File: src/inc/fesr_pkg.sv
// Constants, register map and carrier types of the fault error record block.
// Assumes one clock; both resets are synchronous and active high.
package fesr_pkg;

    // Sizing
    localparam int BUF_UNITS = 8;
    localparam int RECORDS = BUF_UNITS + 2;
    localparam int ID_W = 6;
    localparam int CHK_W = 5;
    localparam int SRC_W = 3;
    localparam int SYN_W = SRC_W + CHK_W;
    localparam int CTL_CHECKS = 17;
    localparam int SIDE_CHANNELS = 16;
    localparam int ADDR_W = 12;
    localparam int DATA_W = 32;

    // Record numbering
    localparam int REC_CTL = 0;
    localparam int REC_SIDE = 1;
    localparam int REC_BUF_BASE = 2;

    // Checks that guard cache RAMs
    localparam logic [CHK_W-1:0] BUF_RAM_LO = 5'h07;
    localparam logic [CHK_W-1:0] BUF_RAM_HI = 5'h08;
    localparam logic [CHK_W-1:0] CTL_RAM_LO = 5'h07;
    localparam logic [CHK_W-1:0] CTL_RAM_HI = 5'h0a;
    localparam logic [CHK_W-1:0] UNKNOWN_CHECK = 5'h00;

    // Source codes kept in the syndrome
    localparam logic [SRC_W-1:0] SRC_CTL = 3'h0;
    localparam logic [SRC_W-1:0] SRC_SIDE = 3'h1;
    localparam logic [SRC_W-1:0] SRC_STREAM = 3'h2;
    localparam logic [SRC_W-1:0] SRC_WIRE = 3'h3;

    // Fault-manager port map: record n occupies 16 bytes at n * 16
    localparam logic [1:0] REC_AREA = 2'h0;
    localparam logic [3:0] REC_CTL_OFS = 4'h0;
    localparam logic [3:0] REC_STATUS_OFS = 4'h4;
    localparam logic [3:0] REC_SYND_OFS = 4'h8;
    localparam logic [ADDR_W-1:0] GSR_LO_ADDR = 12'h800;
    localparam logic [ADDR_W-1:0] GSR_HI_ADDR = 12'h804;
    localparam logic [ADDR_W-1:0] LOCK_ADDR = 12'h810;

    // Main port map
    localparam logic [ADDR_W-1:0] MAIN_CFG_ADDR = 12'h000;
    localparam logic [ADDR_W-1:0] MAIN_INFO_ADDR = 12'h004;
    localparam logic [DATA_W-1:0] MAIN_CFG_RESET = 32'h00000000;

    // Field positions
    localparam int CTL_ED_BIT = 0;
    localparam int CTL_UI_BIT = 2;
    localparam int CTL_FI_BIT = 3;
    localparam int CTL_CE_EN_BIT = 4;
    localparam int STS_REAL_UE_BIT = 28;
    localparam int STS_UE_BIT = 29;
    localparam int STS_VALID_BIT = 30;
    localparam int LOCK_BIT = 0;

    // Unlock key; the value is arbitrary
    localparam logic [DATA_W-1:0] UNLOCK_KEY = 32'h5afe0001;

    typedef struct packed {
        logic [ADDR_W-1:0] addr;
        logic [DATA_W-1:0] wdata;
        logic wr;
        logic rd;
    } fesr_bus_req_s;

    typedef struct packed {
        logic valid;
        logic [ID_W-1:0] block_id;
        logic [CHK_W-1:0] check;
    } fesr_report_s;

    typedef struct packed {
        logic ce_en;
        logic fi;
        logic ui;
        logic ed;
    } fesr_rec_ctl_s;

    typedef struct packed {
        logic valid;
        logic ue;
        logic real_ue;
    } fesr_rec_sts_s;

    typedef struct packed {
        fesr_rec_ctl_s [RECORDS-1:0] ctl;
        fesr_rec_sts_s [RECORDS-1:0] sts;
        logic locked;
        logic [DATA_W-1:0] cfg;
        logic [DATA_W-1:0] fm_rdata;
        logic fm_syn_sel;
        logic [DATA_W-1:0] main_rdata;
    } fesr_state_s;

    typedef struct packed {
        logic [RECORDS-1:0][SYN_W-1:0] mem;
        logic [SYN_W-1:0] rdata;
    } fesr_ram_s;

    // Index of the lowest set bit, zero when none is set
    function automatic logic [ID_W-1:0] lowest_index(input logic [63:0] v);
        logic [ID_W-1:0] idx;
        idx = 6'h00;
        for (int i = 63; i >= 0; i--)
        begin
            if (v[i])
            begin
                idx = ID_W'(i);
            end
        end
        return idx;
    endfunction

    function automatic logic in_range(input logic [CHK_W-1:0] v, input logic [CHK_W-1:0] lo,
                                      input logic [CHK_W-1:0] hi);
        return (v >= lo) && (v <= hi);
    endfunction

endpackage

File: src/rtl/fesr_fault_records.sv
// Fault manager error records: collects safety-check errors, logs them per block and drives
// the recovery and fault-handling interrupt levels.
// Assumes all inputs synchronous to clk_in; both register ports follow the one-cycle strobe protocol.
//
// Decided for this implementation: the address map and strobed register access.
`timescale 1ns/1ps
module fesr_fault_records (
    input wire logic clk_in,
    input wire logic reset_in,
    input wire logic fm_reset_in,
    input wire fesr_pkg::fesr_bus_req_s fm_bus_in,
    output logic [fesr_pkg::DATA_W-1:0] fm_rdata_out,
    input wire fesr_pkg::fesr_bus_req_s main_bus_in,
    output logic [fesr_pkg::DATA_W-1:0] main_rdata_out,
    input wire fesr_pkg::fesr_report_s stream_report_in,
    input wire logic [fesr_pkg::BUF_UNITS-1:0] buf_err_wire_in,
    input wire logic [fesr_pkg::CTL_CHECKS-1:0] ctl_check_in,
    input wire logic [fesr_pkg::SIDE_CHANNELS-1:0] side_err_in,
    output logic recovery_interrupt_out,
    output logic fault_handling_interrupt_out,
    output logic [fesr_pkg::RECORDS-1:0] unit_err_out,
    output logic locked_out
);

    localparam int RECORDS = fesr_pkg::RECORDS;
    localparam int ID_W = fesr_pkg::ID_W;
    localparam int CHK_W = fesr_pkg::CHK_W;
    localparam int SRC_W = fesr_pkg::SRC_W;
    localparam int SYN_W = fesr_pkg::SYN_W;
    localparam int DATA_W = fesr_pkg::DATA_W;

    fesr_pkg::fesr_state_s state_q;
    fesr_pkg::fesr_state_s state_d;

    // Fault-manager port decode
    logic fm_rec_ok;
    logic [ID_W-1:0] fm_idx;
    logic [3:0] fm_ofs;
    logic fm_wr_ok;

    assign fm_idx = fm_bus_in.addr[9:4];
    assign fm_ofs = fm_bus_in.addr[3:0];
    assign fm_rec_ok = (fm_bus_in.addr[11:10] == fesr_pkg::REC_AREA) && (fm_idx < ID_W'(RECORDS));
    assign fm_wr_ok = fm_bus_in.wr && fm_rec_ok && !state_q.locked;

    // Per-record event evaluation
    logic [RECORDS-1:0] hit;
    logic [RECORDS-1:0] ram_chk;
    logic [RECORDS-1:0] first;
    logic [RECORDS-1:0] rec_valid;
    logic [RECORDS-1:0] rec_recovery;
    logic [RECORDS-1:0] rec_fault;
    logic [RECORDS-1:0][CHK_W-1:0] chk;
    logic [RECORDS-1:0][SRC_W-1:0] src;
    fesr_pkg::fesr_rec_sts_s [RECORDS-1:0] sts_next;
    fesr_pkg::fesr_rec_ctl_s [RECORDS-1:0] ctl_next;

    logic [ID_W-1:0] ctl_low;
    logic [ID_W-1:0] side_low;

    assign ctl_low = fesr_pkg::lowest_index(64'(ctl_check_in));
    assign side_low = fesr_pkg::lowest_index(64'(side_err_in));

    genvar r;
    generate
        for (r = 0; r < RECORDS; r++)
        begin : g_rec
            logic log_en;
            logic ue_log;
            logic clr;
            logic wr_ctl;
            logic stream_hit;
            logic wire_hit;

            if (r == fesr_pkg::REC_CTL)
            begin : g_ctl
                // Control unit checks land in record 0
                assign stream_hit = 1'b0;
                assign wire_hit = 1'b0;
                assign hit[r] = |ctl_check_in;
                assign chk[r] = ctl_low[CHK_W-1:0];
                assign src[r] = fesr_pkg::SRC_CTL;
                assign ram_chk[r] = fesr_pkg::in_range(ctl_low[CHK_W-1:0], fesr_pkg::CTL_RAM_LO,
                                                       fesr_pkg::CTL_RAM_HI);
            end
            else if (r == fesr_pkg::REC_SIDE)
            begin : g_side
                // Shared record of all side channels; channel number is kept as check number
                assign stream_hit = 1'b0;
                assign wire_hit = 1'b0;
                assign hit[r] = |side_err_in;
                assign chk[r] = side_low[CHK_W-1:0];
                assign src[r] = fesr_pkg::SRC_SIDE;
                assign ram_chk[r] = 1'b0;
            end
            else
            begin : g_buf
                assign stream_hit = stream_report_in.valid
                                    && (stream_report_in.block_id == ID_W'(r));
                // Redundant wire only logs when no genuine uncorrected error is already held
                assign wire_hit = buf_err_wire_in[r - fesr_pkg::REC_BUF_BASE]
                                  && !(state_q.sts[r].valid && state_q.sts[r].real_ue);
                assign hit[r] = stream_hit || wire_hit;
                assign chk[r] = stream_hit ? stream_report_in.check : fesr_pkg::UNKNOWN_CHECK;
                assign src[r] = stream_hit ? fesr_pkg::SRC_STREAM : fesr_pkg::SRC_WIRE;
                assign ram_chk[r] = stream_hit && fesr_pkg::in_range(stream_report_in.check,
                                                                     fesr_pkg::BUF_RAM_LO,
                                                                     fesr_pkg::BUF_RAM_HI);
            end

            assign log_en = hit[r] && state_q.ctl[r].ed;
            assign ue_log = !ram_chk[r] || state_q.ctl[r].ce_en;
            assign clr = fm_wr_ok && (fm_idx == ID_W'(r)) && (fm_ofs == fesr_pkg::REC_STATUS_OFS)
                         && fm_bus_in.wdata[fesr_pkg::STS_VALID_BIT];
            assign wr_ctl = fm_wr_ok && (fm_idx == ID_W'(r)) && (fm_ofs == fesr_pkg::REC_CTL_OFS);

            // New error wins over a clear in the same cycle
            always_comb
            begin
                sts_next[r] = state_q.sts[r];
                if (clr)
                begin
                    sts_next[r] = '0;
                end
                if (log_en)
                begin
                    sts_next[r].valid = 1'b1;
                    sts_next[r].ue = sts_next[r].ue || ue_log;
                    sts_next[r].real_ue = sts_next[r].real_ue || !ram_chk[r];
                end
            end

            always_comb
            begin
                ctl_next[r] = state_q.ctl[r];
                if (wr_ctl)
                begin
                    ctl_next[r].ed = fm_bus_in.wdata[fesr_pkg::CTL_ED_BIT];
                    ctl_next[r].ui = fm_bus_in.wdata[fesr_pkg::CTL_UI_BIT];
                    ctl_next[r].fi = fm_bus_in.wdata[fesr_pkg::CTL_FI_BIT];
                    ctl_next[r].ce_en = fm_bus_in.wdata[fesr_pkg::CTL_CE_EN_BIT];
                end
            end

            assign first[r] = log_en && (!state_q.sts[r].valid || clr);
            assign rec_valid[r] = state_q.sts[r].valid;
            assign unit_err_out[r] = state_q.sts[r].valid && state_q.sts[r].real_ue;
            assign rec_recovery[r] = state_q.sts[r].valid && state_q.sts[r].ue
                                     && state_q.ctl[r].ui;
            assign rec_fault[r] = state_q.sts[r].valid && state_q.ctl[r].fi;
        end
    endgenerate

    assign recovery_interrupt_out = |rec_recovery;
    assign fault_handling_interrupt_out = |rec_fault;

    // Syndrome capture: the lowest record that newly turns valid is written this cycle
    logic [ID_W-1:0] syn_idx;
    logic [SYN_W-1:0] syn_wdata;
    logic [SYN_W-1:0] syn_rdata;

    assign syn_idx = fesr_pkg::lowest_index(64'(first));

    always_comb
    begin
        syn_wdata = '0;
        for (int i = 0; i < RECORDS; i++)
        begin
            if (syn_idx == ID_W'(i))
            begin
                syn_wdata = {src[i], chk[i]};
            end
        end
    end

    fesr_syndrome_ram u_syndrome (
        .clk_in(clk_in),
        .reset_in(reset_in),
        .wr_en_in(|first),
        .wr_addr_in(syn_idx),
        .wr_data_in(syn_wdata),
        .rd_addr_in(fm_idx),
        .rd_data_out(syn_rdata)
    );

    // Global summary: one bit per record valid
    logic [63:0] summary;

    assign summary = 64'(rec_valid);

    // Fault-manager port read word
    logic [DATA_W-1:0] fm_word;
    logic fm_syn_hit;

    always_comb
    begin
        fm_word = '0;
        fm_syn_hit = 1'b0;
        if (fm_rec_ok)
        begin
            for (int i = 0; i < RECORDS; i++)
            begin
                if (fm_idx == ID_W'(i))
                begin
                    if (fm_ofs == fesr_pkg::REC_CTL_OFS)
                    begin
                        fm_word[fesr_pkg::CTL_ED_BIT] = state_q.ctl[i].ed;
                        fm_word[fesr_pkg::CTL_UI_BIT] = state_q.ctl[i].ui;
                        fm_word[fesr_pkg::CTL_FI_BIT] = state_q.ctl[i].fi;
                        fm_word[fesr_pkg::CTL_CE_EN_BIT] = state_q.ctl[i].ce_en;
                    end
                    else if (fm_ofs == fesr_pkg::REC_STATUS_OFS)
                    begin
                        fm_word[fesr_pkg::STS_VALID_BIT] = state_q.sts[i].valid;
                        fm_word[fesr_pkg::STS_UE_BIT] = state_q.sts[i].ue;
                        fm_word[fesr_pkg::STS_REAL_UE_BIT] = state_q.sts[i].real_ue;
                    end
                    else if (fm_ofs == fesr_pkg::REC_SYND_OFS)
                    begin
                        // Syndrome of an invalid record reads as zero
                        fm_syn_hit = state_q.sts[i].valid;
                    end
                end
            end
        end
        else if (fm_bus_in.addr == fesr_pkg::GSR_LO_ADDR)
        begin
            fm_word = summary[31:0];
        end
        else if (fm_bus_in.addr == fesr_pkg::GSR_HI_ADDR)
        begin
            fm_word = summary[63:32];
        end
        else if (fm_bus_in.addr == fesr_pkg::LOCK_ADDR)
        begin
            fm_word[fesr_pkg::LOCK_BIT] = state_q.locked;
        end
    end

    // Main port read word; records are not decoded here
    logic [DATA_W-1:0] main_word;

    always_comb
    begin
        main_word = '0;
        if (main_bus_in.addr == fesr_pkg::MAIN_CFG_ADDR)
        begin
            main_word = state_q.cfg;
        end
        else if (main_bus_in.addr == fesr_pkg::MAIN_INFO_ADDR)
        begin
            main_word = DATA_W'(fesr_pkg::BUF_UNITS);
        end
    end

    // Next state
    always_comb
    begin
        state_d = state_q;
        state_d.sts = sts_next;
        state_d.ctl = ctl_next;
        if (fm_bus_in.wr && (fm_bus_in.addr == fesr_pkg::LOCK_ADDR))
        begin
            state_d.locked = (fm_bus_in.wdata != fesr_pkg::UNLOCK_KEY);
        end
        if (main_bus_in.wr && (main_bus_in.addr == fesr_pkg::MAIN_CFG_ADDR))
        begin
            state_d.cfg = main_bus_in.wdata;
        end
        state_d.fm_rdata = fm_bus_in.rd ? fm_word : '0;
        state_d.fm_syn_sel = fm_bus_in.rd && fm_syn_hit;
        state_d.main_rdata = main_bus_in.rd ? main_word : '0;
        if (fm_reset_in)
        begin
            state_d.ctl = '0;
            state_d.sts = '0;
        end
        if (reset_in)
        begin
            // Records are left alone so valid errors keep interrupting
            state_d.locked = 1'b1;
            state_d.cfg = fesr_pkg::MAIN_CFG_RESET;
            state_d.fm_rdata = '0;
            state_d.fm_syn_sel = 1'b0;
            state_d.main_rdata = '0;
        end
    end

    always_ff @(posedge clk_in)
    begin
        state_q <= state_d;
    end

    assign fm_rdata_out = state_q.fm_syn_sel ? DATA_W'(syn_rdata) : state_q.fm_rdata;
    assign main_rdata_out = state_q.main_rdata;
    assign locked_out = state_q.locked;

endmodule

File: src/rtl/fesr_syndrome_ram.sv
// Small memory with one syndrome entry per record; only the lowest record newly valid in a cycle gets its first-error syndrome.
// Assumes one write and one read per cycle; read data come out of a register.
`timescale 1ns/1ps
module fesr_syndrome_ram (
    input wire logic clk_in,
    input wire logic reset_in,
    input wire logic wr_en_in,
    input wire logic [fesr_pkg::ID_W-1:0] wr_addr_in,
    input wire logic [fesr_pkg::SYN_W-1:0] wr_data_in,
    input wire logic [fesr_pkg::ID_W-1:0] rd_addr_in,
    output logic [fesr_pkg::SYN_W-1:0] rd_data_out
);

    localparam int ID_W = fesr_pkg::ID_W;

    fesr_pkg::fesr_ram_s state_q;
    fesr_pkg::fesr_ram_s state_d;

    always_comb
    begin
        state_d = state_q;
        if (wr_en_in && (wr_addr_in < ID_W'(fesr_pkg::RECORDS)))
        begin
            state_d.mem[wr_addr_in] = wr_data_in;
        end
        if (rd_addr_in < ID_W'(fesr_pkg::RECORDS))
        begin
            state_d.rdata = state_q.mem[rd_addr_in];
        end
        else
        begin
            state_d.rdata = '0;
        end
        if (reset_in)
        begin
            state_d.rdata = '0;
        end
    end

    always_ff @(posedge clk_in)
    begin
        state_q <= state_d;
    end

    assign rd_data_out = state_q.rdata;

endmodule

File: config.mk
export PLATFORM = sky130hd
export DESIGN_NAME = fesr_fault_records
export DESIGN_NICKNAME = d
export VERILOG_FILES = /design/src/inc/fesr_pkg.sv /design/src/rtl/fesr_fault_records.sv /design/src/rtl/fesr_syndrome_ram.sv
export SDC_FILE = /design/constraint.sdc
export NUM_CORES = 1
export LEC_CHECK = 0
export BUFFER_PORTS_ARGS = -buffer_cell sky130_fd_sc_hd__buf_2
export CAP_MARGIN = 20
export CORE_MARGIN = 2
export CORE_UTILIZATION = 55
export DETAILED_ROUTE_END_ITERATION = 8
export PLACE_DENSITY = 0.89
export SLEW_MARGIN = 40
export SYNTH_ARGS = -nofsm -noshare
export SYNTH_HDL_FRONTEND = slang
export SYNTH_HIERARCHICAL = 1
export SYNTH_SLANG_ARGS = --single-unit
File: constraint.sdc
create_clock -name clk_in -period 12.55 [get_ports clk_in]
set_clock_uncertainty 0.05 [all_clocks]
set_input_delay 1.255 -clock clk_in [delete_from_list [all_inputs] [get_ports clk_in]]
set_output_delay 1.255 -clock clk_in [all_outputs]
set_load 0.02 [all_outputs]
==> summary.txt <==
Setup path
  – CP startpoint kind: input pin
  – R2R Path Start: locked_out$_SDFFE_PP1P_
  – CP startpoint: fm_bus_in[40]
  – CP Data Required Time: 12650 ps
  – Worst setup EP type: flop
  – Kind of critical path: in -> reg
  – Arrival time worst endpoint: ~5600 ps
  – Slowest stage delay, CP: 710 ps
  – CP max-delay cell: o32ai_2
  – Most frequent CP cell: or3_1
  – Worst-case reg-to-reg path depth: 10
  – Worst Setup EP: u_syndrome/state_q[15]$_DFFE_PP_
  – Worst-path maximum fanout: 25
  – FF-to-FF End: u_syndrome/state_q[15]$_DFFE_PP_
  – FF-to-FF setup slack: 7760 ps
  – Critical Path, Cell by Cell: buf_2 > or4b_1 > nor3_1 > nand2_1 > a21oi_1 > a2111oi_4 > o32ai_2 > inv_1 > or3_1 > or3_1 > nor2_1

Yosys
  – Syn_area_per_cell: 9.820 sq um
  – Ys Warns: 6
  – Top_reg_cell synth: dfxtp_1
  – Post-Syn Area: 11100 sq um
  – Seq/Total Area, Yosys: between 40% and 50%
  – Dominant cell type by area after synthesis: dfxtp_1
  – Cells after Synth: about 1100
  – Synth area leaders: dfxtp_1, edfxtp_1, nand2_1
  – Ys async rst share: 0%
  – Synth cell types: 79
  – Post-synth EDFFs: 80
  – Flops & latches, synth: 235
  – Post-synth top area share: 27.96%

Clocking
  – CTS tree: done
  – Worst-skew pair later-pin latency: 520 ps
  – Postcts setup bufs: 0
  – Clock root buffer: clkbuf_16
  – Cts hold-fix bufs: 0
  – Maximum clock insertion buffer count: 3
  – Clock tree sinks: 235
  – Reg clk slew, reported paths: 60 ps
  – Number of CTS-inserted buffers: 24
  – CTS H-tree depth: 1
  – Cts repair resizes: 0

STA
  – RSZ-0062 raised after global routing: false
  – Setup TNS: 0 ps
  – Fin. Hold Viols: 0
  – Worst Tran Pin Value: ~850 ps
  – Relative slew slack: 42.64%
  – Max-slew violation count: 0
  – Setup ws final: a little over 7000 ps
  – Crit path time final: 5500 ps
  – Fin crit share: between 40% and 50%
  – Fmax: ~0.18 GHz
  – Finish-stage setup viols: 0

Cells and area
  – Post-route cell area: 12820 sq um
  – Share of cells above drive strength 1: around 25%
  – Filler cells: 1515
  – Area growth, synth to finish: 15.57%
  – Layout net count: about 1400
  – Antenna Cells: 0

Routing
  – Initial DRT Pass Iterations: 9
  – Post-DR wirelength/cell: around 20 um
  – Routed vias/inst: ~6
  – Routed Antenna Nets: 0
  – DRC Markers: 0
  – Final wirelength: 31270 um
  – Routed vias: ~9400
  – Initial DRC Count: slightly above 1000

Floorplanning
  – Total die area: 21330 sq um
  – Area of the core: 19650 sq um
  – Number of I/O pins: 225
  – Num rows: 51
  – Initial core utilization: between 50 and 60%
  – Die Ht: 146.0 um
  – Die W: around 150 um

Place
  – DPL Wire Length: 23020 um
  – Routability cong.: 0.9858
  – Setup WS pre-CTS: 6567 ps
  – Dpl cell area: 12000 sq um
  – I/O Buffers: 205

Global routing
  – Initial antenna violation count: 0
  – First-pass GRT wire length: 48430 um
  – Largest net degree at the start of global routing: 69
  – Global-route usage over all layers: 28.46%
  – Total grt overflow: 0
  – Vias in the first global route: approximately 9000

Power and ir drop
  – Pleak: about 4.8 nW
  – Worst ir drop on vdd: 0.1309 mV
  – PwrDens: 123.5 nW/um^2

Outcome
  – Status: finished, final reports clean

Job
  – MaxCap Viol Count: 0

Min path
  – Hold Crit Class: reg -> reg
-- power by group --
group	switching [mW]	internal, mW
clock	0.297	0.418
sequential	0.000118	0.784
combinational	0.0527	0.0322
total	0.350	1.23
-- stage by stage --
stage	utilization, %	power (mW)	hold slack, ps	std cells
floorplan	-	0.8504	379.6	1162
global placement	60.88	0.8823	382.6	1531
detailed placement	61.05	0.8837	387.7	1531
CTS	65.14	1.589	401.0	1575
global route	65.25	1.627	415.8	1575
finish	65.25	1.583	399.9	1575
-- final cells by class --
cell class / count / area [sq um] / area share [%]
multi-input combinational: 807 / 5055 / 39.41
timing repair buffer: 213 / 1089 / 8.488
clock inverter: 15 / 142.6 / 1.112
clock buffer: 29 / 660.6 / 5.151
tap: 265 / 331.6 / 2.585
sequential: 235 / 5505 / 42.93
inverter: 11 / 41.29 / 0.3220
-- how the worst min path moves through the flow --
stage,depth (start not counted),end,start,slack [ps]
after floorplan,1,main_rdata_out[0]$_SDFF_PP0_,state_q[65]$_SDFFE_PP0P_,380
after global placement,1,main_rdata_out[30]$_SDFF_PP0_,state_q[95]$_SDFFE_PP0P_,380
after detailed placement,1,main_rdata_out[12]$_SDFF_PP0_,state_q[77]$_SDFFE_PP0P_,390
after CTS,2,state_q[86]$_SDFFE_PP0P_,state_q[86]$_SDFFE_PP0P_,400
after global routing,1,main_rdata_out[5]$_SDFF_PP0_,state_q[70]$_SDFFE_PP0P_,420
final,1,main_rdata_out[9]$_SDFF_PP0_,state_q[74]$_SDFFE_PP0P_,400
-- routing by layer --
layer,up-vias,GRT usage [%],wire (um)
li1,4323,-,-
met1,4360,37.16,12000
met2,605,47.22,14710
met3,95,5.719,3334
met4,0,10.49,1236
met5,-,0,0
-- kinds of logic after synthesis --
kind of cell	after synthesis	share of synthesized area, %
AOI/OAI and AO/OA	218	13.34
buffers and inverters	120	6.449
DFF	235	49.61
muxes	84	9.144
other	1	0.03379
and+or+nand+nor	472	21.42
-- critical path, delay by kind of cell --
kind | cells | cell delay, ps
AO/OA/AOI/OAI | 3 | 1080
AND/OR/NAND/NOR | 6 | 2570
buffers and inverters | 2 | 680
-- sequential cells by signal (all words and copies together), names as in the netlist --
register / flops
u_syndrome/state_q: 80
locked_out: 1
u_syndrome/rd_data_out: 8
main_rdata_out: 32
state_q: 104
rec_valid: 10
-- synthesized netlist by cell type, types with 3 or more instances --
cell,n
dfxtp_1,155
nand2_1,141
nor2_1,127
edfxtp_1,80
a21oi_1,73
buf_4,61
and2_1,51
mux2i_1,47
clkbuf_1,37
o21ai_0,32
nor3_1,31
mux2_2,26
a22oi_1,24
nor2b_1,24
nor4_1,16
nand3_1,13
inv_1,11
a221oi_1,10
a31oi_1,10
mux4_2,10
nand2b_1,10
o21a_1,9
a211oi_1,8
nand4_1,8
a222oi_1,5
buf_2,5
nor4b_1,5
o22ai_1,5
a22o_1,4
buf_6,4
nor3b_1,4
o2bb2ai_1,4
or3_1,4
or4_1,4
a2111oi_2,3
a21o_1,3
nand4b_1,3
o31ai_1,3
or4b_1,3
-- cell usage in the layout (no fill, tap or decap), types with 26 or more instances in the layout --
cell type | synthesis | final
conb_1 | 1 | 33
dfxtp_1 | 155 | 155
nor2_1 | 127 | 127
o21ai_0 | 32 | 32
a21oi_1 | 73 | 73
mux2i_1 | 47 | 47
edfxtp_1 | 80 | 80
buf_2 | 5 | 204
nand2_1 | 141 | 141
mux2_2 | 26 | 26
and2_1 | 51 | 51
(Power assumes the default switching activity.)
